`config.mk`:
```
export PLATFORM = sky130hd
export DESIGN_NAME = fcs_host_ctrl
export DESIGN_NICKNAME = d
export VERILOG_FILES = /design/src/fcs_pkg.sv /design/src/fcs_host_ctrl.sv
export SDC_FILE = /design/constraint.sdc
export NUM_CORES = 1
export LEC_CHECK = 0
export BUFFER_PORTS_ARGS = -buffer_cell sky130_fd_sc_hd__buf_2
export CAP_MARGIN = 15
export CELL_PAD_IN_SITES_DETAIL_PLACEMENT = 0
export CELL_PAD_IN_SITES_GLOBAL_PLACEMENT = 2
export CORE_MARGIN = 2
export CORE_UTILIZATION = 41
export CTS_CLUSTER_DIAMETER = 30
export DETAILED_ROUTE_END_ITERATION = 10
export MAX_ROUTING_LAYER = met4
export PLACE_DENSITY = 0.87
export SYNTH_ARGS = -nofsm -noshare
export SYNTH_HDL_FRONTEND = slang
export SYNTH_SLANG_ARGS = --single-unit
export TNS_END_PERCENT = 5
```
`constraint.sdc`:
```
create_clock -name clk_sys -period 5 [get_ports clk_sys]
set_input_delay 0.25 -clock clk_sys [delete_from_list [all_inputs] [get_ports clk_sys]]
set_output_delay 0.25 -clock clk_sys [all_outputs]
set_load 0.005 [all_outputs]
```
`src/fcs_pkg.sv`:
```
// Constants, types and register map for the flash command sequencer host.
// Assumes one system clock shared with the flash command port it drives.
package fcs_pkg;

    // ****************************************************************
    // Device side: command codes and address fields
    // ****************************************************************
    localparam logic [7:0]  CODE_READ       = 8'hF0;
    localparam logic [7:0]  CODE_UNLOCK1    = 8'hAA;
    localparam logic [7:0]  CODE_UNLOCK2    = 8'h55;
    localparam logic [7:0]  CODE_IDENT      = 8'h90;
    localparam logic [7:0]  CODE_IDENT_ARG  = 8'h00;
    localparam logic [7:0]  CODE_PAGE       = 8'hA0;
    localparam logic [7:0]  CODE_ERASE_PRE  = 8'h80;
    localparam logic [7:0]  CODE_CHIP_ERASE = 8'h10;
    localparam logic [7:0]  CODE_BLK_ERASE  = 8'h30;
    localparam logic [7:0]  CODE_PROT_PROG  = 8'h9A;
    localparam logic [7:0]  CODE_PROT_ERASE = 8'h6A;
    localparam logic [7:0]  CMD_ADDR_HI     = 8'h54;
    localparam logic [3:0]  UNLOCK2_NIB     = 4'hA;
    localparam logic [31:0] SEC_KEY         = 32'hA74A9D23;
    localparam logic [31:0] CTRL_BASE       = 32'h41FFF000;
    localparam logic [31:0] SEC_REG_ADDR    = CTRL_BASE + 32'h00000010;
    localparam logic [31:0] STAT_REG_ADDR   = CTRL_BASE + 32'h00000020;
    localparam int          READY_BIT       = 0;
    localparam int          DATA_WORDS      = 4;

    // ****************************************************************
    // Host register map (software side)
    // ****************************************************************
    localparam logic [7:0]  SW_CMD      = 8'h00;
    localparam logic [7:0]  SW_TARGET   = 8'h04;
    localparam logic [7:0]  SW_DATA0    = 8'h08;
    localparam logic [7:0]  SW_DATA1    = 8'h0C;
    localparam logic [7:0]  SW_DATA2    = 8'h10;
    localparam logic [7:0]  SW_DATA3    = 8'h14;
    localparam logic [7:0]  SW_PARAM    = 8'h18;
    localparam logic [7:0]  SW_STATUS   = 8'h1C;
    localparam logic [7:0]  SW_RESULT   = 8'h20;
    localparam logic [7:0]  SW_DEVSTAT  = 8'h24;
    localparam int          PAR_BLK_LSB = 0;
    localparam int          PAR_ID_LSB  = 4;
    localparam int          PAR_SEC_BIT = 8;
    localparam int          ST_BUSY_BIT = 0;
    localparam int          ST_REF_BIT  = 1;

    // ****************************************************************
    // Types
    // ****************************************************************
    typedef enum logic [7:0] {
        S_IDLE     = 8'h01,
        S_PRE_RD   = 8'h02,
        S_PRE_CHK  = 8'h04,
        S_STEP     = 8'h08,
        S_RD_WAIT  = 8'h10,
        S_RD_DATA  = 8'h20,
        S_POST_RD  = 8'h40,
        S_POST_CHK = 8'h80
    } fcs_state_type;

    typedef enum logic [3:0] {
        OP_READ   = 4'h0,
        OP_RDRST  = 4'h1,
        OP_IDRD   = 4'h2,
        OP_PAGE   = 4'h3,
        OP_CHIP   = 4'h4,
        OP_BLOCK  = 4'h5,
        OP_PPROG  = 4'h6,
        OP_PERASE = 4'h7,
        OP_SECW   = 4'h8,
        OP_STAT   = 4'h9
    } fcs_op_type;

    typedef enum logic [1:0] {
        K_END = 2'h0,
        K_WR  = 2'h1,
        K_RD  = 2'h2
    } fcs_kind_type;

    typedef struct packed {
        logic        write;
        logic        read;
        logic [31:0] addr;
        logic [31:0] wdata;
    } fcs_dev_req_type;

    typedef struct packed {
        logic        write;
        logic        read;
        logic [7:0]  addr;
        logic [31:0] wdata;
    } fcs_sw_req_type;

    typedef struct packed {
        fcs_kind_type kind;
        logic [31:0]  addr;
        logic [31:0]  data;
    } fcs_step_type;

endpackage

```
`src/fcs_host_ctrl.sv`:
```
// Host controller that plays command sequences into the flash command port.
// Assumes the flash port shares clk_sys and returns read data one cycle
// after a read strobe, and software uses a simple strobe register port.
//
// Behaviour
// - Command writes are full words, code in low byte
// - Address bits one and zero always zero
// - Simple read: write 0xF0, then read
// - Two unlock writes open every long command
// - Read/reset: unlocks, 0xF0, then array read
// - Ident: unlocks, 0x90, write 0x00, then read
// - Page program: 0xA0 then four ascending words
// - Erase: 0x80, unlocks again, final code
// - Block erase keeps block upper bits throughout
// - Protect program: 0x9A thrice, last at bit address
// - New command only while device is ready; security rewrite and status read skip the ready poll
// - Never touch reserved control offsets
// - Security rewrite: key then data within 16
//
// The plain strobed port was left to the implementer.
`timescale 1ns/1ns
module fcs_host_ctrl
    import fcs_pkg::*;
(
    input  wire logic            clk_sys,
    input  wire logic            rstn,
    input  wire fcs_pkg::fcs_sw_req_type sw_req,
    output fcs_pkg::fcs_dev_req_type dev_req,
    input  wire logic [31:0]     dev_rdata,
    output logic [31:0]          sw_rdata,
    output logic                 ctrl_busy
);
    import fcs_pkg::*;

    // ****************************************************************
    // State record
    // ****************************************************************
    typedef struct packed {
        fcs_state_type          state;
        fcs_op_type             op;
        logic [2:0]             idx;
        fcs_dev_req_type        dev;
        logic [31:0]            target;
        logic [DATA_WORDS-1:0][31:0] data;
        logic [2:0]             block_sel;
        logic [1:0]             ident_sel;
        logic                   sec_value;
        logic                   refused;
        logic                   busy;
        logic [31:0]            result;
        logic [31:0]            dev_status;
        logic [31:0]            sw_rdata;
    } fcs_regs_type;

    localparam fcs_regs_type REGS_RESET = '{state: S_IDLE, op: OP_READ, default: '0};
    localparam int SEC_WIN_MAX = 16;

    fcs_regs_type regs_reg;
    fcs_regs_type regs_next;
    fcs_step_type cur_step;
    fcs_op_type   req_op;
    logic         req_valid;

    // ****************************************************************
    // Sequence tables
    // ****************************************************************

    // Builds a write step
    function automatic fcs_step_type wr(input logic [31:0] a, input logic [31:0] d);
        fcs_step_type t;
        t.kind = K_WR;
        t.addr = a;
        t.data = d;
        return t;
    endfunction

    // Builds a read step
    function automatic fcs_step_type rd(input logic [31:0] a);
        fcs_step_type t;
        t.kind = K_RD;
        t.addr = a;
        t.data = '0;
        return t;
    endfunction

    // Third-cycle code of each unlocked command
    function automatic logic [7:0] code3(input fcs_op_type o);
        logic [7:0] c;
        case (o)
            OP_RDRST:  c = CODE_READ;
            OP_IDRD:   c = CODE_IDENT;
            OP_PAGE:   c = CODE_PAGE;
            OP_PPROG:  c = CODE_PROT_PROG;
            OP_PERASE: c = CODE_PROT_ERASE;
            default:   c = CODE_ERASE_PRE;
        endcase
        return c;
    endfunction

    // Bus cycle for the current op and step index
    function automatic fcs_step_type step_of(input fcs_regs_type s);
        fcs_step_type t;
        logic [31:0]  c54;
        logic [31:0]  ca;
        logic [31:0]  ia;
        logic [31:0]  pg;
        logic [31:0]  protect_bit_address;
        logic [31:0]  pers;
        logic [1:0]   widx;
        t    = '{kind: K_END, default: '0};
        c54  = {s.target[31:16], CMD_ADDR_HI, 8'h00};
        ca   = {s.target[31:16], UNLOCK2_NIB, 12'h000};
        ia   = {s.target[31:16], s.ident_sel, 14'h0000};
        widx = s.idx[1:0] - 2'd3;
        pg   = {s.target[31:4], widx, 2'b00};
        protect_bit_address  = {s.target[31:19], 1'b0, s.block_sel[2], 6'h00,
                s.block_sel[1:0], 9'h000};
        pers = {s.target[31:19], 1'b0, s.block_sel[2], 17'h00000};
        case (s.op)
            OP_READ:
            begin
                if (s.idx == 3'd0)
                    t = wr({s.target[31:2], 2'b00}, {24'h0, CODE_READ});
                else if (s.idx == 3'd1)
                    t = rd({s.target[31:2], 2'b00});
            end
            OP_SECW:
            begin
                if (s.idx == 3'd0)
                    t = wr(SEC_REG_ADDR, SEC_KEY);
                else if (s.idx == 3'd1)
                    t = wr(SEC_REG_ADDR, {31'h0, s.sec_value});
            end
            OP_STAT:
            begin
                if (s.idx == 3'd0)
                    t = rd(STAT_REG_ADDR);
            end
            default:
            begin
                case (s.idx)
                    3'd0: t = wr(c54, {24'h0, CODE_UNLOCK1});
                    3'd1: t = wr(ca, {24'h0, CODE_UNLOCK2});
                    3'd2: t = wr(c54, {24'h0, code3(s.op)});
                    3'd3:
                    begin
                        if (s.op == OP_RDRST)
                            t = rd({s.target[31:2], 2'b00});
                        else if (s.op == OP_IDRD)
                            t = wr(ia, {24'h0, CODE_IDENT_ARG});
                        else if (s.op == OP_PAGE)
                            t = wr(pg, s.data[widx]);
                        else
                            t = wr(c54, {24'h0, CODE_UNLOCK1});
                    end
                    3'd4:
                    begin
                        if (s.op == OP_IDRD)
                            t = rd({s.target[31:2], 2'b00});
                        else if (s.op == OP_PAGE)
                            t = wr(pg, s.data[widx]);
                        else if (s.op != OP_RDRST)
                            t = wr(ca, {24'h0, CODE_UNLOCK2});
                    end
                    3'd5:
                    begin
                        if (s.op == OP_PAGE)
                            t = wr(pg, s.data[widx]);
                        else if (s.op == OP_CHIP)
                            t = wr(c54, {24'h0, CODE_CHIP_ERASE});
                        else if (s.op == OP_BLOCK)
                            t = wr({s.target[31:2], 2'b00},
                                   {24'h0, CODE_BLK_ERASE});
                        else if (s.op == OP_PPROG || s.op == OP_PERASE)
                            t = wr(c54, {24'h0, code3(s.op)});
                    end
                    3'd6:
                    begin
                        if (s.op == OP_PAGE)
                            t = wr(pg, s.data[widx]);
                        else if (s.op == OP_PPROG)
                            t = wr(protect_bit_address, {24'h0, CODE_PROT_PROG});
                        else if (s.op == OP_PERASE)
                            t = wr(pers, {24'h0, CODE_PROT_ERASE});
                    end
                    default: t = '{kind: K_END, default: '0};
                endcase
            end
        endcase
        return t;
    endfunction

    // Ops that start an automatic operation in the device
    function automatic logic is_auto(input fcs_op_type o);
        return (o == OP_PAGE) || (o == OP_CHIP) || (o == OP_BLOCK)
            || (o == OP_PPROG) || (o == OP_PERASE);
    endfunction

    // ****************************************************************
    // Next-state logic
    // ****************************************************************

    // Current step lookup and decode of the requested op
    assign cur_step  = step_of(regs_reg);
    assign req_op    = fcs_op_type'(sw_req.wdata[3:0]);
    assign req_valid = sw_req.wdata[3:0] <= OP_STAT;

    // Software port, sequencer and status poll
    always_comb
    begin
        regs_next           = regs_reg;
        regs_next.dev.write = 1'b0;
        regs_next.dev.read  = 1'b0;
        regs_next.sw_rdata  = '0;
        if (sw_req.write)
        begin
            case (sw_req.addr)
                SW_TARGET: regs_next.target = sw_req.wdata;
                SW_DATA0:  regs_next.data[0] = sw_req.wdata;
                SW_DATA1:  regs_next.data[1] = sw_req.wdata;
                SW_DATA2:  regs_next.data[2] = sw_req.wdata;
                SW_DATA3:  regs_next.data[3] = sw_req.wdata;
                SW_PARAM:
                begin
                    regs_next.block_sel = sw_req.wdata[PAR_BLK_LSB +: 3];
                    regs_next.ident_sel = sw_req.wdata[PAR_ID_LSB +: 2];
                    regs_next.sec_value = sw_req.wdata[PAR_SEC_BIT];
                end
                SW_STATUS:
                begin
                    if (sw_req.wdata[ST_REF_BIT])
                        regs_next.refused = 1'b0;
                end
                SW_CMD:
                begin
                    if (regs_reg.state == S_IDLE && req_valid)
                    begin
                        regs_next.op  = req_op;
                        regs_next.idx = 3'd0;
                        if (req_op == OP_SECW || req_op == OP_STAT)
                            regs_next.state = S_STEP;
                        else
                        begin
                            regs_next.state    = S_PRE_RD;
                            regs_next.dev.read = 1'b1;
                            regs_next.dev.addr = STAT_REG_ADDR;
                        end
                    end
                    else
                        regs_next.refused = 1'b1;
                end
                default: ;
            endcase
        end
        if (sw_req.read)
        begin
            case (sw_req.addr)
                SW_TARGET:  regs_next.sw_rdata = regs_reg.target;
                SW_DATA0:   regs_next.sw_rdata = regs_reg.data[0];
                SW_DATA1:   regs_next.sw_rdata = regs_reg.data[1];
                SW_DATA2:   regs_next.sw_rdata = regs_reg.data[2];
                SW_DATA3:   regs_next.sw_rdata = regs_reg.data[3];
                SW_PARAM:   regs_next.sw_rdata = {23'h0, regs_reg.sec_value, 2'b00,
                                                  regs_reg.ident_sel, 1'b0,
                                                  regs_reg.block_sel};
                SW_STATUS:  regs_next.sw_rdata = {30'h0, regs_reg.refused, regs_reg.busy};
                SW_RESULT:  regs_next.sw_rdata = regs_reg.result;
                SW_DEVSTAT: regs_next.sw_rdata = regs_reg.dev_status;
                default:    regs_next.sw_rdata = '0;
            endcase
        end
        case (regs_reg.state)
            S_IDLE: ;
            S_PRE_RD:   regs_next.state = S_PRE_CHK;
            S_PRE_CHK:
            begin
                regs_next.dev_status = dev_rdata;
                if (dev_rdata[READY_BIT])
                    regs_next.state = S_STEP;
                else
                begin
                    regs_next.state    = S_PRE_RD;
                    regs_next.dev.read = 1'b1;
                    regs_next.dev.addr = STAT_REG_ADDR;
                end
            end
            S_STEP:
            begin
                case (cur_step.kind)
                    K_WR:
                    begin
                        regs_next.dev.write = 1'b1;
                        regs_next.dev.addr  = cur_step.addr;
                        regs_next.dev.wdata = cur_step.data;
                        regs_next.idx       = regs_reg.idx + 3'd1;
                    end
                    K_RD:
                    begin
                        regs_next.dev.read = 1'b1;
                        regs_next.dev.addr = cur_step.addr;
                        regs_next.state    = S_RD_WAIT;
                    end
                    default:
                    begin
                        if (is_auto(regs_reg.op))
                        begin
                            regs_next.state    = S_POST_RD;
                            regs_next.dev.read = 1'b1;
                            regs_next.dev.addr = STAT_REG_ADDR;
                        end
                        else
                            regs_next.state = S_IDLE;
                    end
                endcase
            end
            S_RD_WAIT:  regs_next.state = S_RD_DATA;
            S_RD_DATA:
            begin
                regs_next.result = dev_rdata;
                regs_next.idx    = regs_reg.idx + 3'd1;
                regs_next.state  = S_STEP;
                if (regs_reg.op == OP_STAT)
                    regs_next.dev_status = dev_rdata;
            end
            S_POST_RD:  regs_next.state = S_POST_CHK;
            S_POST_CHK:
            begin
                regs_next.dev_status = dev_rdata;
                if (dev_rdata[READY_BIT])
                    regs_next.state = S_IDLE;
                else
                begin
                    regs_next.state    = S_POST_RD;
                    regs_next.dev.read = 1'b1;
                    regs_next.dev.addr = STAT_REG_ADDR;
                end
            end
            default:    regs_next.state = S_IDLE;
        endcase
        regs_next.busy = regs_next.state != S_IDLE;
    end

    // State register
    always_ff @(posedge clk_sys or negedge rstn)
    begin
        if (!rstn)
            regs_reg <= REGS_RESET;
        else
            regs_reg <= regs_next;
    end

    // Outputs straight from the state record
    assign dev_req   = regs_reg.dev;
    assign sw_rdata  = regs_reg.sw_rdata;
    assign ctrl_busy = regs_reg.busy;

    // ****************************************************************
    // Assertions
    // ****************************************************************
    a_addr_low_zero: assert property (@(posedge clk_sys) disable iff (!rstn)
        regs_reg.dev.write |-> regs_reg.dev.addr[1:0] == 2'b00)
        else $error("flash write with nonzero low address bits");

    a_code_low_byte: assert property (@(posedge clk_sys) disable iff (!rstn)
        (regs_reg.dev.write && regs_reg.op != OP_PAGE && regs_reg.op != OP_SECW)
        |-> regs_reg.dev.wdata[31:8] == 24'h0)
        else $error("command write carries upper data bits");

    a_read_follows: assert property (@(posedge clk_sys) disable iff (!rstn)
        (regs_reg.op == OP_READ && regs_reg.dev.write)
        |=> regs_reg.dev.read && !regs_reg.dev.write)
        else $error("simple read not followed by array read");

    a_unlock_addr: assert property (@(posedge clk_sys) disable iff (!rstn)
        (regs_reg.dev.write && regs_reg.idx == 3'd1
         && regs_reg.op != OP_READ && regs_reg.op != OP_SECW)
        |-> regs_reg.dev.wdata[7:0] == CODE_UNLOCK1 && regs_reg.dev.addr[15:8] == CMD_ADDR_HI
            ##1 regs_reg.dev.write && regs_reg.dev.addr[15:12] == UNLOCK2_NIB)
        else $error("unlock pair malformed");

    a_page_ascend: assert property (@(posedge clk_sys) disable iff (!rstn)
        (regs_reg.op == OP_PAGE && regs_reg.dev.write && regs_reg.idx inside {3'd4, 3'd5, 3'd6})
        |=> regs_reg.dev.write && regs_reg.dev.addr == $past(regs_reg.dev.addr) + 32'h4)
        else $error("page words not in ascending order");

    a_block_upper: assert property (@(posedge clk_sys) disable iff (!rstn)
        (regs_reg.op == OP_BLOCK && regs_reg.dev.write)
        |-> regs_reg.dev.addr[31:16] == regs_reg.target[31:16])
        else $error("block erase cycle lost block upper bits");

    a_prot_last: assert property (@(posedge clk_sys) disable iff (!rstn)
        (regs_reg.op == OP_PPROG && regs_reg.dev.write && regs_reg.idx == 3'd7)
        |-> regs_reg.dev.wdata[7:0] == CODE_PROT_PROG && regs_reg.dev.addr[18] == 1'b0
            && regs_reg.dev.addr[16:11] == 6'h00)
        else $error("protect bit address write malformed");

    a_busy_repoll: assert property (@(posedge clk_sys) disable iff (!rstn)
        (regs_reg.state == S_PRE_CHK && !dev_rdata[READY_BIT])
        |=> regs_reg.dev.read && regs_reg.dev.addr == STAT_REG_ADDR && !regs_reg.dev.write)
        else $error("command sent while device busy");

    a_sec_window: assert property (@(posedge clk_sys) disable iff (!rstn)
        (regs_reg.dev.write && regs_reg.dev.addr == SEC_REG_ADDR
         && regs_reg.dev.wdata == SEC_KEY)
        |-> ##[1:SEC_WIN_MAX] (regs_reg.dev.write && regs_reg.dev.addr == SEC_REG_ADDR))
        else $error("security data write missed the key window");

    a_refuse_sets: assert property (@(posedge clk_sys) disable iff (!rstn)
        (sw_req.write && sw_req.addr == SW_CMD && regs_reg.busy) |=> regs_reg.refused)
        else $error("command during busy not flagged");

endmodule // fcs_host_ctrl

```
==> impl_metrics.py, run 1 <==
metrics = {
    "outcome": {
        "status": "completed",
    },
    "cts": {
        "cts_buffers": 77,
        "cts_max_path_buffers": 3,
        "clk_pin_slew_worst_paths_ps": 50,
        "cts_tree": "built",
        "htree_levels": 3,
        "post_cts_resized": 0,
        "root_buffer": "clkbuf_16",
        "insertion_delay_ps": 600,
        "numClockSinks": 345,
    },
    "cells_and_area": {
        "final_core_utilization": 0.5139,
        "fin_cells": 2128,
        "nNetsFinal": 1616,
        "syn2layout_area_growth_pct": 23.05,
        "largest_register_ffs": 246,
        "drive_above_1_share": 0.3979,
        "diodes": 0,
    },
    "critical_path": {
        "startpoint_type": "flop",
        "cp_cell_sequence": "inv_1 > ha_1 > or4_1 > o31ai_1 > a21oi_1 > nor3_1 > ha_1 > nor4_4 > o21ai_0 > nor2b_1 > a221o_1",
        "worst_setup_path_end_kind": "flop",
        "critical_path_class": "flop to flop",
        "cp_max_fo": 17,
        "crit_buf_inv": 1,
        "crit_path_start": "regs_reg[330]",
        "max_stage_delay_ps": 760,
        "critPathTopFamily": "simple AND/OR/NAND/NOR gates",
        "cp_data_arrival_time_ps": 4970,
        "cp.required_ps": 5510,
        "rr_startpoint": "regs_reg[330]",
        "slowest_stage": "dfrtp_2",
        "crit_top_cell": "ha_1",
    },
    "floorplan": {
        "core_area_mm2": 0.04102,
        "fp.dieArea_mm2": 0.04343,
        "dieHeight_um": 208.4,
        "num_io_pins": 175,
        "fp-row-count": 74,
        "initial_core_util": 0.4177,
        "die_x_um": 208.4,
    },
    "sta": {
        "rsz0062_at_grt": "no",
        "setup_viol": 0,
        "slew_headroom": 0.2009,
        "tightest_slew_ps": 1194,
        "finalHoldViolCount": 0,
        "timing.final.crit_share": 0.8927,
        "clock.fmax_mhz": 224.0,
        "fin_setup_tns_ps": 0,
        "drv_slew": 0,
        "finalClockSkew_ps": 26.52,
        "fin_ws_ps": 536.7,
        "min_period_ps": 4463,
    },
    "global_routing": {
        "antenna_found_initial": 1,
        "gr-total-overflow": 0,
        "grt_max_degree": 132,
        "first_global_vias": 13330,
        "grt_pass1_wl_um": 84110,
        "grt_usage": 0.2649,
    },
    "place": {
        "pre_cts_slack_ps": 537.8,
        "gp_congestion": 0.9466,
        "dp_cells": 1926,
        "port_buffers": 174,
        "place_hpwl_um": 36180,
    },
    "power_and_ir_drop": {
        "swShare": 0.2339,
        "p_clk_frac": 0.597,
        "switching_power_mw": 2.026,
        "vdd_drop_max_v": 0.0003177,
        "sequentialPowerShare": 0.346,
        "powerDensity_mw_per_mm2": 410.9,
        "fin_total_pwr_mw": 8.661,
        "intPower_mw": 6.635,
        "combPwrFrac": 0.057,
        "p_leak_nw": 10.01,
    },
    "logic_synthesis": {
        "synth_warnings": 0,
        "syn_area_per_cell_um2": 12.47,
        "async_flop_share": 1.000,
        "netlist_instances": 1374,
        "ys_ff_latch": 345,
        "yosysSeqAreaShare": 0.5040,
        "synth_edf_count": 0,
        "synth_top_cell_by_area": "dfrtp_1",
        "synth.distinct_cells": 94,
        "synth_area_mm2": 0.01713,
        "synth_ff_type": "dfrtp_1",
        "syn_nets": 1457,
        "synth.area.top_cells": "dfrtp_1 (50%), mux2_2 (13%), buf_4 (4.4%)",
        "synth.top_cell.area_share": 0.5025,
    },
    "detailed_routing": {
        "vias": 12660,
        "wirelength_um": 55320,
        "antenna_left": 0,
        "met3_length_um": 3527,
        "drt_iter0_markers": 1279,
        "highest_layer": "met4",
        "drt-met1-wl_um": 24220,
        "wl_met2_um": 25990,
        "wl_per_cell_um": 25.99,
        "drc_errors": 0,
        "first_pass_iters": 5,
        "via_per_inst": 5.951,
    },
    "worst_hold_path": {
        "hold_path_class": "input pin to flop",
        "hold_start": "dev_rdata[0]",
    },
    "run": {
        "maxCapViolCount": 0,
    },
}
[worst register-to-register path, stage by stage (launching register included)]
cell and delay (ps):
dfrtp_2 760, inv_1 170, ha_1 420, or4_1 600, o31ai_1 230, a21oi_1 190, nor3_1 260, ha_1 340
nor4_4 380, o21ai_0 180, nor2b_1 600, a221o_1 260
[routing by layer]
layer | track usage | vias to the layer above
met5 | - | -
met4 | 0.1027 | 0
met1 | 0.3499 | 6582
met3 | 0.04453 | 100
li1 | - | 5436
met2 | 0.4093 | 546
[cells in the final DEF, fill, tap and decap left out, drive strengths merged, types with 10 or more instances in the layout]
cell and n:
nor2 38, mux2 232, a21oi 40, nor4 14, buf 212, nor2b 10, clkinv 18, a22oi 55
nand2 68, or3 10, a31oi 39, inv 27, dfrtp 344, clkbuf 100, o21ai 32, mux4 32
nor3 13, a222oi 30, and3 11, dlygate4sd3 60, a22o 16, nand3 27
[worst paths after layout]
kind | slack [ps] | depth (start not counted) | end
worst max-delay path | 540 | 11 | dev_req[36]
worst min-delay path | 60 | 2 | regs_reg[32]
worst max register to register | 540 | 11 | dev_req[36]
worst min register to register | 470 | 2 | dev_req[23]
max in group asynchronous | 3380 | 3 | regs_reg[91]
min in group asynchronous | 240 | 2 | sw_rdata[6]
[synthesized netlist by cell type, types with 5 or more instances]
cell / instances
nand3b_1: 5
a221oi_1: 7
mux2_1: 5
buf_1: 6
nand3_1: 26
nor3_1: 12
inv_1: 20
and3_1: 11
and2_1: 7
buf_6: 9
nand2_1: 66
o211ai_1: 5
mux4_2: 32
ha_1: 7
mux2_4: 30
a21oi_1: 39
a21o_1: 9
a22oi_1: 55
a222oi_1: 30
buf_4: 101
nand2b_1: 9
clkbuf_1: 38
mux2i_1: 5
dfrtp_1: 344
nor4_1: 9
o211a_1: 7
nor2_1: 38
a31oi_1: 39
o21ai_0: 29
buf_2: 38
a22o_1: 16
or3_1: 7
o31ai_1: 6
nor2b_1: 8
mux2_2: 197
[final cells by class]
cell class	count	area [um2]
sequential	345	8636
multi-input combinational	817	7223
timing repair buffer	272	1779
clock buffer	100	2146
clock inverter	42	555.5
fill	3587	19940
tap	532	665.6
inverter	20	75.07
[power groups by stage]
stage | clock network (mW) | logic [mW] | registers (mW)
2_1_floorplan | 0 | 0.272 | 2.99
3_3_place_gp | 0 | 0.452 | 3.03
3_5_place_dp | 0 | 0.457 | 3.03
4_1_cts | 5.25 | 0.498 | 2.99
5_1_grt | 5.41 | 0.540 | 3.00
6_report | 5.17 | 0.497 | 2.99
[what timing repair did]
item | 4_1_cts | 5_1_grt
hold buffers | 60 | 0
hold endpoints to repair | 294 | 0
buffers inserted | 0 | 0
[cell families after synthesis]
logic type,synth area share
AO/OA/AOI/OAI,0.1283
flip-flops,0.5040
buffers and inverters,0.07530
adder cells (fa/ha/maj),0.005697
AND/OR/NAND/NOR,0.08107
multiplexers,0.2041
XOR/XNOR,0.001534
[metrics by stage]
| step | area [um2] | hold slack, ps |
|---|---|---|
| 3_3_place_gp | 17780 | 301.8 |
| 5_1_grt | 21080 | 64.69 |
| 6_report | 21080 | 58.11 |
| 4_1_cts | 21080 | 26.51 |
| 3_5_place_dp | 17780 | 310.1 |
| 2_1_floorplan | 17130 | -45.59 |
Power figures use the tool's default switching activity.
==> run 2, diff against run 1 <==
--- a/config.mk
+++ b/config.mk
@@ -15,6 +15,7 @@
 export DETAILED_ROUTE_END_ITERATION = 10
 export MAX_ROUTING_LAYER = met4
 export PLACE_DENSITY = 0.87
+export SLEW_MARGIN = 10
 export SYNTH_ARGS = -nofsm -noshare
 export SYNTH_HDL_FRONTEND = slang
 export SYNTH_SLANG_ARGS = --single-unit
==> constraint.sdc (replaced) <==
create_clock -name clk_sys -period 5 [get_ports clk_sys]
set_input_delay 0.5 -clock clk_sys [delete_from_list [all_inputs] [get_ports clk_sys]]
set_output_delay 0.5 -clock clk_sys [all_outputs]
set_load 0.005 [all_outputs]
==> impl_metrics.py, run 2 (synthesis results as in run 1) <==
metrics = {
    "sta": {
        "rsz0062_at_grt": "no",
        "slew_headroom": 0.2500,
        "tightest_slew_ps": 1121,
        "drv_slew": 0,
        "finalClockSkew_ps": 25.75,
        "timing.final.crit_share": 0.8656,
        "clock.fmax_mhz": 231.0,
        "fin_setup_tns_ps": 0,
        "setup_viol": 0,
        "min_period_ps": 4328,
        "finalHoldViolCount": 0,
    },
    "power_and_ir_drop": {
        "switching_power_mw": 1.954,
        "p_clk_frac": 0.604,
        "powerDensity_mw_per_mm2": 423.2,
        "intPower_mw": 6.750,
        "sequentialPowerShare": 0.344,
        "p_leak_nw": 9.810,
        "swShare": 0.2245,
        "vdd_drop_max_v": 0.0002247,
        "combPwrFrac": 0.053,
    },
    "global_routing": {
        "antenna_found_initial": 2,
        "grt_max_degree": 133,
        "grt_pass1_wl_um": 83160,
        "gr-total-overflow": 0,
        "first_global_vias": 12890,
        "grt_usage": 0.2624,
    },
    "critical_path": {
        "critical_path_class": "flop to flop",
        "max_stage_delay_ps": 900,
        "cp_data_arrival_time_ps": 4720,
        "r2r-end": "dev_req[1]",
        "startpoint_type": "flop",
        "ff2ff_path_depth": 13,
        "cp_max_fo": 23,
        "critPathTopFamily": "compound AO/OA/AOI/OAI gates",
        "cp.required_ps": 5390,
        "rr_startpoint": "regs_reg[330]",
        "crit_buf_inv": 2,
        "rrSetupSlack_ps": 670,
        "cp_cell_sequence": "inv_1 > ha_1 > nand3_1 > or3_1 > nor4b_1 > a21oi_1 > or3_1 > ha_1 > and3b_1 > nand3_1 > buf_4 > a31oi_2 > a221oi_1",
        "slowest_stage": "a31oi_2",
        "worst_setup_path_end_kind": "flop",
    },
    "floorplan": {
        "fp.dieArea_mm2": 0.04343,
        "dieHeight_um": 208.4,
        "die_x_um": 208.4,
        "core_area_mm2": 0.04102,
        "fp-row-count": 74,
        "num_io_pins": 175,
        "initial_core_util": 0.4177,
    },
    "cts": {
        "htree_levels": 3,
        "insertion_delay_ps": 590,
        "numClockSinks": 345,
        "cts_tree": "built",
        "post_cts_resized": 0,
        "post_cts_buffers": 0,
        "clk_pin_slew_worst_paths_ps": 50,
        "cts_buffers": 80,
        "cts_max_path_buffers": 3,
        "root_buffer": "clkbuf_16",
    },
    "detailed_routing": {
        "antenna_left": 0,
        "vias": 12290,
        "via_per_inst": 5.925,
        "drc_errors": 0,
        "wl_per_cell_um": 26.27,
        "wirelength_um": 54480,
        "first_pass_iters": 6,
        "drt_iter0_markers": 1110,
    },
    "worst_hold_path": {
        "hold_path_class": "input pin to flop",
        "hold_start": "dev_rdata[20]",
        "hold_depth": 2,
        "holdPathEnd": "regs_reg[52]",
    },
    "place": {
        "dpl_cell_area_mm2": 0.01780,
        "port_buffers": 174,
        "place_hpwl_um": 36180,
        "gp_congestion": 0.9310,
    },
    "cells_and_area": {
        "final_cell_mix": "dfrtp_1 (343), mux2_2 (197), buf_2 (173)",
        "syn2layout_area_growth_pct": 20.06,
        "fin_area_mm2": 0.02057,
        "nNetsFinal": 1560,
        "fillers": 3595,
        "largest_register_ffs": 246,
        "mostFrequentLayoutCell": "dfrtp_1",
        "drive_above_1_share": 0.4133,
    },
    "run": {
        "maxCapViolCount": 0,
    },
    "outcome": {
        "status": "completed",
    },
}
==> run 2: changes by cell type in the layout (fill, tap and decap cells not counted) <==
cell           delta
dlygate4sd3_1    -59
clkbuf_8          +6
clkbuf_16         +3
diode_2           +3
inv_6             -3
buf_12            +2
buf_4             -2
clkinvlp_4        -2
inv_16            -2
clkbuf_1          +1
clkinv_16         -1
clkinv_2          +1
clkinv_4          -1
==> run 2: how the worst max path moves through the flow <==
stage          slack [ps]     endpoint     startpoint  depth (start not counted)
4_1_cts               670   dev_req[1]  regs_reg[330]                         13
5_1_grt               370   dev_req[1]  regs_reg[330]                         13
3_5_place_dp          680   dev_req[1]  regs_reg[330]                         13
6_report              670   dev_req[1]  regs_reg[330]                         13
3_3_place_gp          770   dev_req[1]  regs_reg[330]                         13
2_1_floorplan        1090  dev_req[13]  regs_reg[330]                         17
==> run 2: layout make-up <==
class	instances	area (um2)	share of cell area
multi-input cells	817	7223	0.3512
inverters	20	75.07	0.003650
well taps	532	665.6	0.03236
clock inverters	34	440.4	0.02141
repair buffers	213	1214	0.05901
clock buffers	110	2307	0.1122
flip-flops and latches	345	8636	0.4199
diodes	3	7.507	0.0003650
==> run 2: power by group through the flow <==
stage | registers (mW) | logic (mW) | clock network, mW
after floorplan | 2.99 | 0.272 | 0
after global placement | 3.02 | 0.453 | 0
after detailed placement | 3.03 | 0.459 | 0
after CTS | 2.99 | 0.463 | 5.32
after global routing | 3.00 | 0.500 | 5.48
final | 2.99 | 0.459 | 5.26
==> run 2: per-stage QoR <==
stage	hold slack, ps	std cells	util	setup WS (ps)	total power, mW
6_report	152.7	2074	0.5015	671.8	8.704
5_1_grt	145.0	2073	0.5014	373.4	8.981
4_1_cts	133.9	2071	0.5013	668.3	8.764
3_5_place_dp	459.0	1926	0.4340	684.6	3.485
3_3_place_gp	457.5	1926	0.4340	766.6	3.476
2_1_floorplan	204.4	1374	-	1086	3.257
==> run 2: repair_timing <==
item | CTS | global route
endpoints found under the hold margin | 68 | 0
endpoints found under the setup margin | 0 | 0
hold buffers | 1 | 0
==> run 2: routing by layer <==
layer / global-route usage / up-vias / share of wire
li1: - / 5345 / -
met1: 0.3594 / 6338 / 0.45
met2: 0.3953 / 488 / 0.46
met3: 0.04272 / 117 / 0.060
met4: 0.09377 / 0 / 0.028
met5: - / - / 0
==> run 2: worst register-to-register path, cell delays in order, from the launching register on <==
cell and delay, ps:
dfrtp_2 520, inv_1 150, ha_1 490, nand3_1 220, or3_1 380, nor4b_1 150
a21oi_1 240, or3_1 160, ha_1 170, and3b_1 170, nand3_1 110, buf_4 280
a31oi_2 910, a221oi_1 220
